$ cat src/rtl/luexe_regs.svh
// constants of the upper-immediate, logical and branch execution unit
`ifndef LUEXE_REGS_SVH
`define LUEXE_REGS_SVH
`define LUEXE_OP_SPECIAL 6'h00
`define LUEXE_OP_REGIMM 6'h01
`define LUEXE_OP_EQ_BRANCH 6'h04
`define LUEXE_OP_MASK_CONST 6'h0C
`define LUEXE_OP_UPPER_ADD 6'h0F
`define LUEXE_OP_DWORD_UPPER 6'h1D
`define LUEXE_OP_PCREL 6'h3B
`define LUEXE_FN_AND 6'h24
`define LUEXE_RT_HIGH_SLICE 5'h06
`define LUEXE_RT_TOP_SLICE 5'h1E
`define LUEXE_RT_LINK_BRANCH 5'h11
`define LUEXE_RT_PC_UPPER 5'h1E
`define LUEXE_RT_PC_UPPER_AL 5'h1F
`define LUEXE_LINK_REG 5'h1F
`define LUEXE_UPPER_SHIFT 16
`define LUEXE_HIGH_SHIFT 32
`define LUEXE_TOP_SHIFT 48
`define LUEXE_BR_SHIFT 2
`define LUEXE_LINK_STEP 64'h0000000000000008
`define LUEXE_SLOT_STEP 64'h0000000000000004
`endif

$ cat src/rtl/luexe_pkg.sv
// types of the upper-immediate, logical and branch execution unit
package luexe_pkg;
  typedef enum logic [7:0] {
    LUEXE_NONE = 8'h01,
    LUEXE_AND = 8'h02,
    LUEXE_MASK = 8'h04,
    LUEXE_ADD = 8'h08,
    LUEXE_PCADD = 8'h10,
    LUEXE_BRANCH = 8'h20,
    LUEXE_TRAP = 8'h40,
    LUEXE_LINK = 8'h80
  } luexe_kind_t;
endpackage

$ cat src/rtl/luexe_dec_if.sv
// decoded operation handed from the decoder to the execute stage
interface luexe_dec_if;
  luexe_pkg::luexe_kind_t kind;
  logic [63:0] addend;
  logic [4:0] dest;
  logic is32;
  logic align;
  logic cti;
  modport dec (output kind, output addend, output dest, output is32, output align, output cti);
  modport exe (input kind, input addend, input dest, input is32, input align, input cti);
endinterface

$ cat src/rtl/luexe_core.sv
// execution unit: logical, upper-immediate adds, pc-relative adds, delay-slot branches
//
// Overview of operation
// - aligned pc upper add clears the low 16 bits of the sum
// - register and: destination gets first source and second source
// - mask with constant: zero-extended immediate anded, written to second field
// - upper immediate add: 32-bit sum sign-extended to 64 bits
// - dword upper add writes the full 64-bit sum
// - high slice add: immediate shifted 32, added, same register overwritten
// - top slice add: immediate shifted 48, added, same register overwritten
// - dword upper add with source zero traps as reserved
// - 64-bit adds trap when 64-bit operations are disabled
// - legacy mode jump opcode decodes as dword upper add
// - load-upper idiom runs as upper add with zero source
// - pc upper add: shifted immediate plus own address
// - pc upper add result sign-extended from bit 31
// - unconditional branch is equal-compare of zero against zero
// - target is offset shifted 2 plus delay-slot address
// - call relative link writes register 31 with branch address plus 8
// - control transfer in a delay slot raises reserved trap
`include "luexe_regs.svh"
module luexe_core (
  input wire logic clk,
  input wire logic rstn,
  input wire logic issue,
  input wire logic [31:0] instr,
  input wire logic [63:0] pc,
  input wire logic [63:0] src_a,
  input wire logic [63:0] src_b,
  input wire logic en64,
  output logic wr_en_q,
  output logic [4:0] wr_reg_q,
  output logic [63:0] wr_data_q,
  output logic redirect_q,
  output logic [63:0] target_q,
  output logic trap_q
);
  luexe_dec_if dif ();
  logic in_slot_q;
  logic pend_q;
  logic [63:0] pend_target_q;
  logic [63:0] sum;
  logic [63:0] res;
  logic slot_cti;

  // forms that redirect once their slot word has gone through
  function automatic logic is_taken(input luexe_pkg::luexe_kind_t k);
    return (k == luexe_pkg::LUEXE_BRANCH) || (k == luexe_pkg::LUEXE_LINK);
  endfunction

  luexe_decode u_dec (
    .instr(instr),
    .en64(en64),
    .d(dif)
  );

  // one adder serves register and pc based forms
  assign sum = ((dif.kind == luexe_pkg::LUEXE_PCADD) ? pc : src_a) + dif.addend;
  assign slot_cti = in_slot_q && dif.cti;

  // result shaping per operation
  always_comb begin
    res = sum;
    unique case (dif.kind)
      luexe_pkg::LUEXE_AND: res = src_a & src_b;
      luexe_pkg::LUEXE_MASK: res = src_a & dif.addend;
      luexe_pkg::LUEXE_LINK: res = pc + `LUEXE_LINK_STEP;
      default: begin
        if (dif.is32) begin
          res = {{32{sum[31]}}, sum[31:16], (dif.align ? 16'h0000 : sum[15:0])};
        end
      end
    endcase
  end

  // register write port; trap suppresses the write
  always_ff @(posedge clk or negedge rstn) begin
    if (!rstn) begin
      wr_en_q <= 1'b0;
      wr_reg_q <= 5'h00;
      wr_data_q <= 64'h0;
    end else begin
      wr_en_q <= issue && !slot_cti && (dif.kind inside {luexe_pkg::LUEXE_AND, luexe_pkg::LUEXE_MASK,
        luexe_pkg::LUEXE_ADD, luexe_pkg::LUEXE_PCADD, luexe_pkg::LUEXE_LINK});
      wr_reg_q <= dif.dest;
      wr_data_q <= res;
    end
  end

  // reserved trap request
  always_ff @(posedge clk or negedge rstn) begin
    if (!rstn) begin
      trap_q <= 1'b0;
    end else begin
      trap_q <= issue && (dif.kind == luexe_pkg::LUEXE_TRAP || slot_cti);
    end
  end

  // slot tracking: the next issued word is the slot, whatever the gap;
  // other equal-compare branches handled elsewhere still open a slot, a trapped cti opens none
  always_ff @(posedge clk or negedge rstn) begin
    if (!rstn) begin
      in_slot_q <= 1'b0;
    end else if (issue) begin
      in_slot_q <= !in_slot_q && dif.cti;
    end
  end

  // pending redirect, only for the forms this unit resolves
  always_ff @(posedge clk or negedge rstn) begin
    if (!rstn) begin
      pend_q <= 1'b0;
    end else if (issue) begin
      pend_q <= !in_slot_q && is_taken(dif.kind);
    end
  end

  // target is relative to the slot address, i.e. branch address plus four
  always_ff @(posedge clk or negedge rstn) begin
    if (!rstn) begin
      pend_target_q <= 64'h0;
    end else if (issue && !in_slot_q && is_taken(dif.kind)) begin
      pend_target_q <= pc + `LUEXE_SLOT_STEP + dif.addend;
    end
  end

  // redirect pulses one cycle after the slot word is taken
  always_ff @(posedge clk or negedge rstn) begin
    if (!rstn) begin
      redirect_q <= 1'b0;
    end else begin
      redirect_q <= issue && in_slot_q && pend_q;
    end
  end

  // target only moves with a redirect, so the pipeline may read it late
  always_ff @(posedge clk or negedge rstn) begin
    if (!rstn) begin
      target_q <= 64'h0;
    end else if (issue && in_slot_q && pend_q) begin
      target_q <= pend_target_q;
    end
  end
endmodule

$ cat src/rtl/luexe_decode.sv
// combinational decoder for the execution unit
`include "luexe_regs.svh"
module luexe_decode (
  input wire logic [31:0] instr,
  input wire logic en64,
  luexe_dec_if.dec d
);
  logic [5:0] op;
  logic [4:0] fs;
  logic [4:0] ft;
  logic [15:0] imm;
  assign op = instr[31:26];
  assign fs = instr[25:21];
  assign ft = instr[20:16];
  assign imm = instr[15:0];

  // classify operation and form the shifted, sign-extended addend; the mask constant is zero-extended and unshifted
  always_comb begin
    d.kind = luexe_pkg::LUEXE_NONE;
    d.addend = 64'h0;
    d.dest = 5'h00;
    d.is32 = 1'b0;
    d.align = 1'b0;
    d.cti = 1'b0;
    unique case (op)
      `LUEXE_OP_SPECIAL: begin
        if (instr[10:0] == {5'h00, `LUEXE_FN_AND}) begin
          d.kind = luexe_pkg::LUEXE_AND;
          d.dest = instr[15:11];
        end
      end
      `LUEXE_OP_MASK_CONST: begin
        d.kind = luexe_pkg::LUEXE_MASK;
        d.addend = {48'h0, imm};
        d.dest = ft;
      end
      `LUEXE_OP_UPPER_ADD: begin
        // load-upper idiom is just this with source zero
        d.kind = luexe_pkg::LUEXE_ADD;
        d.addend = {{32{imm[15]}}, imm, 16'h0000};
        d.dest = ft;
        d.is32 = 1'b1;
      end
      `LUEXE_OP_DWORD_UPPER: begin
        // this opcode no longer means the legacy mode jump
        d.kind = (fs == 5'h00 || !en64) ? luexe_pkg::LUEXE_TRAP : luexe_pkg::LUEXE_ADD;
        d.addend = {{32{imm[15]}}, imm, 16'h0000};
        d.dest = ft;
      end
      `LUEXE_OP_REGIMM: begin
        d.dest = fs;
        if (ft == `LUEXE_RT_HIGH_SLICE) begin
          d.kind = en64 ? luexe_pkg::LUEXE_ADD : luexe_pkg::LUEXE_TRAP;
          d.addend = {{16{imm[15]}}, imm, 32'h0};
        end else if (ft == `LUEXE_RT_TOP_SLICE) begin
          d.kind = en64 ? luexe_pkg::LUEXE_ADD : luexe_pkg::LUEXE_TRAP;
          d.addend = {imm, 48'h0};
        end else if (ft == `LUEXE_RT_LINK_BRANCH && fs == 5'h00) begin
          d.kind = luexe_pkg::LUEXE_LINK;
          d.dest = `LUEXE_LINK_REG;
          d.addend = {{46{imm[15]}}, imm, 2'b00};
          d.cti = 1'b1;
        end
      end
      `LUEXE_OP_EQ_BRANCH: begin
        if (fs == 5'h00 && ft == 5'h00) begin
          d.kind = luexe_pkg::LUEXE_BRANCH;
          d.addend = {{46{imm[15]}}, imm, 2'b00};
        end
        d.cti = 1'b1;
      end
      `LUEXE_OP_PCREL: begin
        if (ft == `LUEXE_RT_PC_UPPER || ft == `LUEXE_RT_PC_UPPER_AL) begin
          d.kind = luexe_pkg::LUEXE_PCADD;
          d.addend = {{32{imm[15]}}, imm, 16'h0000};
          d.dest = fs;
          d.is32 = 1'b1;
          d.align = (ft == `LUEXE_RT_PC_UPPER_AL);
        end
      end
      default: begin
      end
    endcase
  end
endmodule

$ cat config.mk
export PLATFORM = sky130hd
export DESIGN_NAME = luexe_core
export DESIGN_NICKNAME = d
export VERILOG_FILES = /design/src/rtl/luexe_pkg.sv /design/src/rtl/luexe_dec_if.sv /design/src/rtl/luexe_core.sv /design/src/rtl/luexe_decode.sv
export VERILOG_INCLUDE_DIRS = /design/src /design/src/rtl
export SDC_FILE = /design/constraint.sdc
export NUM_CORES = 1
export LEC_CHECK = 0
export BUFFER_PORTS_ARGS = -buffer_cell sky130_fd_sc_hd__buf_4
export CORE_UTILIZATION = 60
export DETAILED_ROUTE_END_ITERATION = 10
export PLACE_DENSITY_LB_ADDON = 0.3
export SKIP_LAST_GASP = 1
export SLEW_MARGIN = 20
export SYNTH_ARGS = -nofsm -noshare
export SYNTH_HDL_FRONTEND = slang
export SYNTH_SLANG_ARGS = --single-unit
$ cat constraint.sdc
create_clock -name clk -period 4.75 [get_ports clk]
set_clock_uncertainty 0.05 [all_clocks]
set_input_delay 0.95 -clock clk [delete_from_list [all_inputs] [get_ports clk]]
set_output_delay 0.95 -clock clk [all_outputs]
set_load 0.05 [all_outputs]
==> impl_metrics.ini, run 1 <==
[run_status]
status = did not finish
flow.stopped_at = global routing (5_1_grt)
first-error = [ERROR GRT-0116] Global routing finished with congestion. Check the congestion regions in the DRC Viewer.

[place]
port_buffers = 363
pre_cts_slack_ps = -1038
post-dp-hpwl_um = 65350
gp_congestion = 1.164
placed_cells = 3484

[floorplanning]
initial_core_util = 0.6094
ios = 364
num_rows = 65
die-width_um = 181.0
die_y_um = 181.0

[logic_synthesis]
synth_seq_cells = 202
ys.warnings.count = 0
synthArstFlopShare = 1.000
ys.flop_type = dfrtp_1
syn_area_per_cell_um2 = 8.343
synthesis.area_mm2 = 0.01923
ys_types = 85
netlist_instances = 2305
synth_edf_count = 0
syn_nets = 2724
yosysSeqAreaShare = 0.2628

[global_route]
grt-ovfl-total = 8
grt_usage = 0.8025
grt_pass1_wl_um = 194600
grt_max_degree = 87
grt_pass1_vias = 30720

[clock_tree]
htree_levels = 1
holdBufCountCts = 0
cts_sinks = 202
cts-root-buf = clkbuf_16
numCtsBuffers = 22
cts_buffer_depth = 3
cells by family after synthesis:
| group | count (synthesis) | synth area share |
|---|---|---|
| flops | 202 | 0.2628 |
| simple gates | 719 | 0.1800 |
| buf+inv | 168 | 0.03396 |
| xor+xnor | 159 | 0.07241 |
| compound gates | 726 | 0.2445 |
| fa+ha+maj | 191 | 0.1250 |
| mux | 140 | 0.08126 |
through the flow:
step	setup TNS [ps]	hold WS (ps)	utilization	area (µm²)
after floorplan	-3050	384.8	-	19630
after global placement	-35050	402.4	0.8366	26400
after detailed placement	-51520	406.0	0.8366	26400
after CTS	-1698	419.4	0.8987	28360
layer usage:
| metal | GRT usage | overflow |
|---|---|---|
| met1 | 0.8037 | 0 |
| met2 | 0.9219 | 2 |
| met3 | 0.7126 | 2 |
| met4 | 0.7525 | 4 |
| met5 | 0.5215 | 0 |
repair_timing:
item / in CTS
buffers inserted: 68
pin swaps: 87
gates resized for setup: 141
cloned: 2
endpoints found under the setup margin: 62
cell usage after synthesis, drive strengths merged (43+ instances only):
| cell | count | area share |
|---|---|---|
| nand2 | 259 | 0.051 |
| dfrtp | 202 | 0.26 |
| o21ai | 196 | 0.051 |
| ha | 189 | 0.12 |
| a21oi | 170 | 0.044 |
| nor2 | 150 | 0.029 |
| mux2 | 129 | 0.076 |
| clkbuf | 97 | 0.019 |
| xnor2 | 94 | 0.043 |
| a21o | 77 | 0.030 |
| nand3 | 69 | 0.018 |
| xor2 | 65 | 0.030 |
| nand4 | 53 | 0.018 |
| nor3 | 48 | 0.013 |
| inv | 43 | 0.0084 |
==> inputs of run 2 (changes only) <==
Settings changed: CORE_UTILIZATION 60 to 40, PLACE_DENSITY_LB_ADDON 0.3 to 0.15.
==> run 2 against run 1 <==
Compared with the run above:
- the flow now finishes, with violations (negative setup slack)
- area after synthesis unchanged
- synthesized cell count unchanged
==> impl_metrics.ini, run 2 <==
[setup_path]
cp_max_fo = 9
slowest_delay_ps = 600
startpoint_type = input port
critPathArrivalTime_ps = 5410
crit_top_cell = nand2_1
path_class = input port to register
required_ps = 5200
critical_path.cell_chain = buf_6, or4_4, nor4_4, nand2_1, nand2_1, nand2_1, buf_4, o21ai_0, ha_1, ha_1, nand4_1, nor4_4, nand2_1, a21oi_4, a2111oi_2, o41ai_2, a21oi_1, or4b_1, nand3_1
end_kind = register
slowest_stage = or4_4

[detailed_routing]
ant_nets = 0
drc = 0
drt_iter0_markers = 2101
post_drt_wl_per_cell_um = 23.14
dr_total_vias = 22200
via_per_inst = 5.767
drtPass1Iterations = 6
wl_um = 89080

[layout]
nets = 3638
syn2layout_area_growth_pct = 52.22
most-common-layout-cells = buf_4 (995), nand2_1 (254), dfrtp_1 (202)
design_area_mm2 = 0.02927
final_common_cell = buf_4
drive_gt1_frac = 0.4235
top_regs = pend_target_q x64, target_q x64, wr_data_q x64

[place]
post_dp_cell_area_mm2 = 0.02724
gp_congestion = 1.064
post-dp-hpwl_um = 72720
port_buffers = 363

[logic_synthesis]
synth_edf_count = 0
ys.warnings.count = 0
synth_common_cells = nand2_1 (259), dfrtp_1 (202), ha_1 (189)
netlist_instances = 2305
synth_top_area_frac = 0.2628
ys_types = 85
synth_top_cell_by_area = dfrtp_1
synth_area_leaders = dfrtp_1 (26%), ha_1 (12%), mux2_2 (7.6%), nand2_1 (5.1%), o21ai_0 (4.7%)
syn_area_per_cell_um2 = 8.343
ys.flop_type = dfrtp_1
synth_seq_cells = 202
synthesis.area_mm2 = 0.01923
yosysMostFrequentCell = nand2_1
yosysSeqAreaShare = 0.2628
syn_nets = 2724
synthArstFlopShare = 1.000

[floorplanning]
die_y_um = 221.3
initial_core_util = 0.4096
dieArea_mm2 = 0.04896
ios = 364
die-width_um = 221.3
num_rows = 79
core_area_mm2 = 0.04695

[worst_hold_path]
min_path_type = input port to asynchronous set/reset pin

[global_route]
antenna_found_initial = 8
grt_usage = 0.3480
grt_max_degree = 93
grt-ovfl-total = 0
grt_pass1_wl_um = 131200
grt_pass1_vias = 21440

[clock_tree]
cts_tree = built
holdBufCountCts = 0
cts_buffer_depth = 3
htree_levels = 1
clk_pin_slew_ps = 60
clkLatencyLatePin_ps = 550
numCtsBuffers = 24
cts_sinks = 202
cts-root-buf = clkbuf_16

[run_status]
status = finished with violations
violations = negative setup slack

[timing]
fin_crit_sh = 1.044
hold_viol = 0
finalWorstSetupSlack_ps = -207.4
fmax_mhz = 201.7
slew_headroom = 0.3979
period_minus_slack_ps = 4957
rsz0062_at_grt = true
worst_pin_slew_ps = 903.2
drv_slew = 0
setup_violations = 3

[power_and_ir_drop]
peakVddDrop_mv = 0.2603
powerDensity_mw_per_mm2 = 181.5
p_leak_nw = 14.45
total_power_w = 0.005312

[flow_run]
cap_viol_max_count = 0
[run 2: cell counts after synthesis]
No cell type changed its count.
[run 2: timing repair]
item,4_1_cts,5_1_grt
endpoints found under the setup margin,45,64
cloned,1,0
pin swaps,6,45
setup buffers,3,29
resized for setup,24,155
[run 2: where the power goes]
group / total [W] / internal (W) / switching, W
sequential: 0.00179 / 0.00177 / 0.0000219
combinational: 0.00147 / 0.000625 / 0.000845
clock: 0.00205 / 0.00124 / 0.000817
[run 2: path summary, 6_finish.rpt]
| path | slack [ps] | endpoint | cells past startpoint | from |
|---|---|---|---|---|
| min | 360 | wr_data_q[11]$_DFF_PN0_ | 1 | rstn |
| min reg2reg | 420 | pend_target_q[1]$_DFFE_PN0P_ | 2 | pend_target_q[1]$_DFFE_PN0P_ |
| min in group clk | 420 | pend_target_q[1]$_DFFE_PN0P_ | 2 | pend_target_q[1]$_DFFE_PN0P_ |
| max in group asynchronous | 3140 | pend_target_q[18]$_DFFE_PN0P_ | 2 | rstn |
| max reg2reg | 2510 | target_q[35]$_DFFE_PN0P_ | 3 | in_slot_q$_DFFE_PN0P_ |
| max | -210 | pend_target_q[56]$_DFFE_PN0P_ | 19 | instr[23] |
[run 2: stage by stage]
step | setup slack [ps] | instances | setup TNS (ps) | util | hold slack [ps]
floorplan | -432.5 | 2305 | -3050 | - | 384.8
global placement | -967.2 | 3767 | -45780 | 0.5802 | 401.3
detailed placement | -1016 | 3767 | -48430 | 0.5802 | 406.4
CTS | -65.72 | 3815 | -128.9 | 0.6015 | 402.8
global route | -368.1 | 3847 | -2272 | 0.6234 | 447.4
finish | -207.4 | 3849 | -388.3 | 0.6235 | 357.8
[run 2: area by class of cell]
| cell class | count | area (µm²) |
|---|---|---|
| Fill cell | 4145 | 17680 |
| Antenna cell | 5 | 12.51 |
| Inverter | 43 | 161.4 |
| Multi-Input combinational cell | 1936 | 14710 |
| Sequential cell | 202 | 5055 |
| Timing Repair Buffer | 1012 | 7706 |
| Tap cell | 607 | 759.5 |
| Clock inverter | 13 | 193.9 |
| Clock buffer | 31 | 678.2 |
[run 2: worst max-delay path, delay by kind of cell]
kind / cells / cell delay [ps]
AOI/OAI and AO/OA: 5 / 990
adders and majority gates: 2 / 630
buffers and inverters: 2 / 290
and+or+nand+nor: 10 / 2530
[run 2: layer usage]
layer	track usage	routed length (µm)
met1	0.5131	41290
met2	0.5152	36980
met3	0.05232	7315
met4	0.1119	3477
met5	0	27
[run 2: logic make-up (layout without fill, tap and decap cells)]
kind of cell    Yosys count  after routing  share of synthesized area
fa+ha+maj               191            191                     0.1250
xor+xnor                159            159                    0.07241
buf+inv                 168           1099                    0.03396
mux                     140            140                    0.08126
simple gates            719            720                     0.1800
compound gates          726            726                     0.2445
other cells               0              5                          0
flops                   202            202                     0.2628
Power figures use the tool's default switching activity.
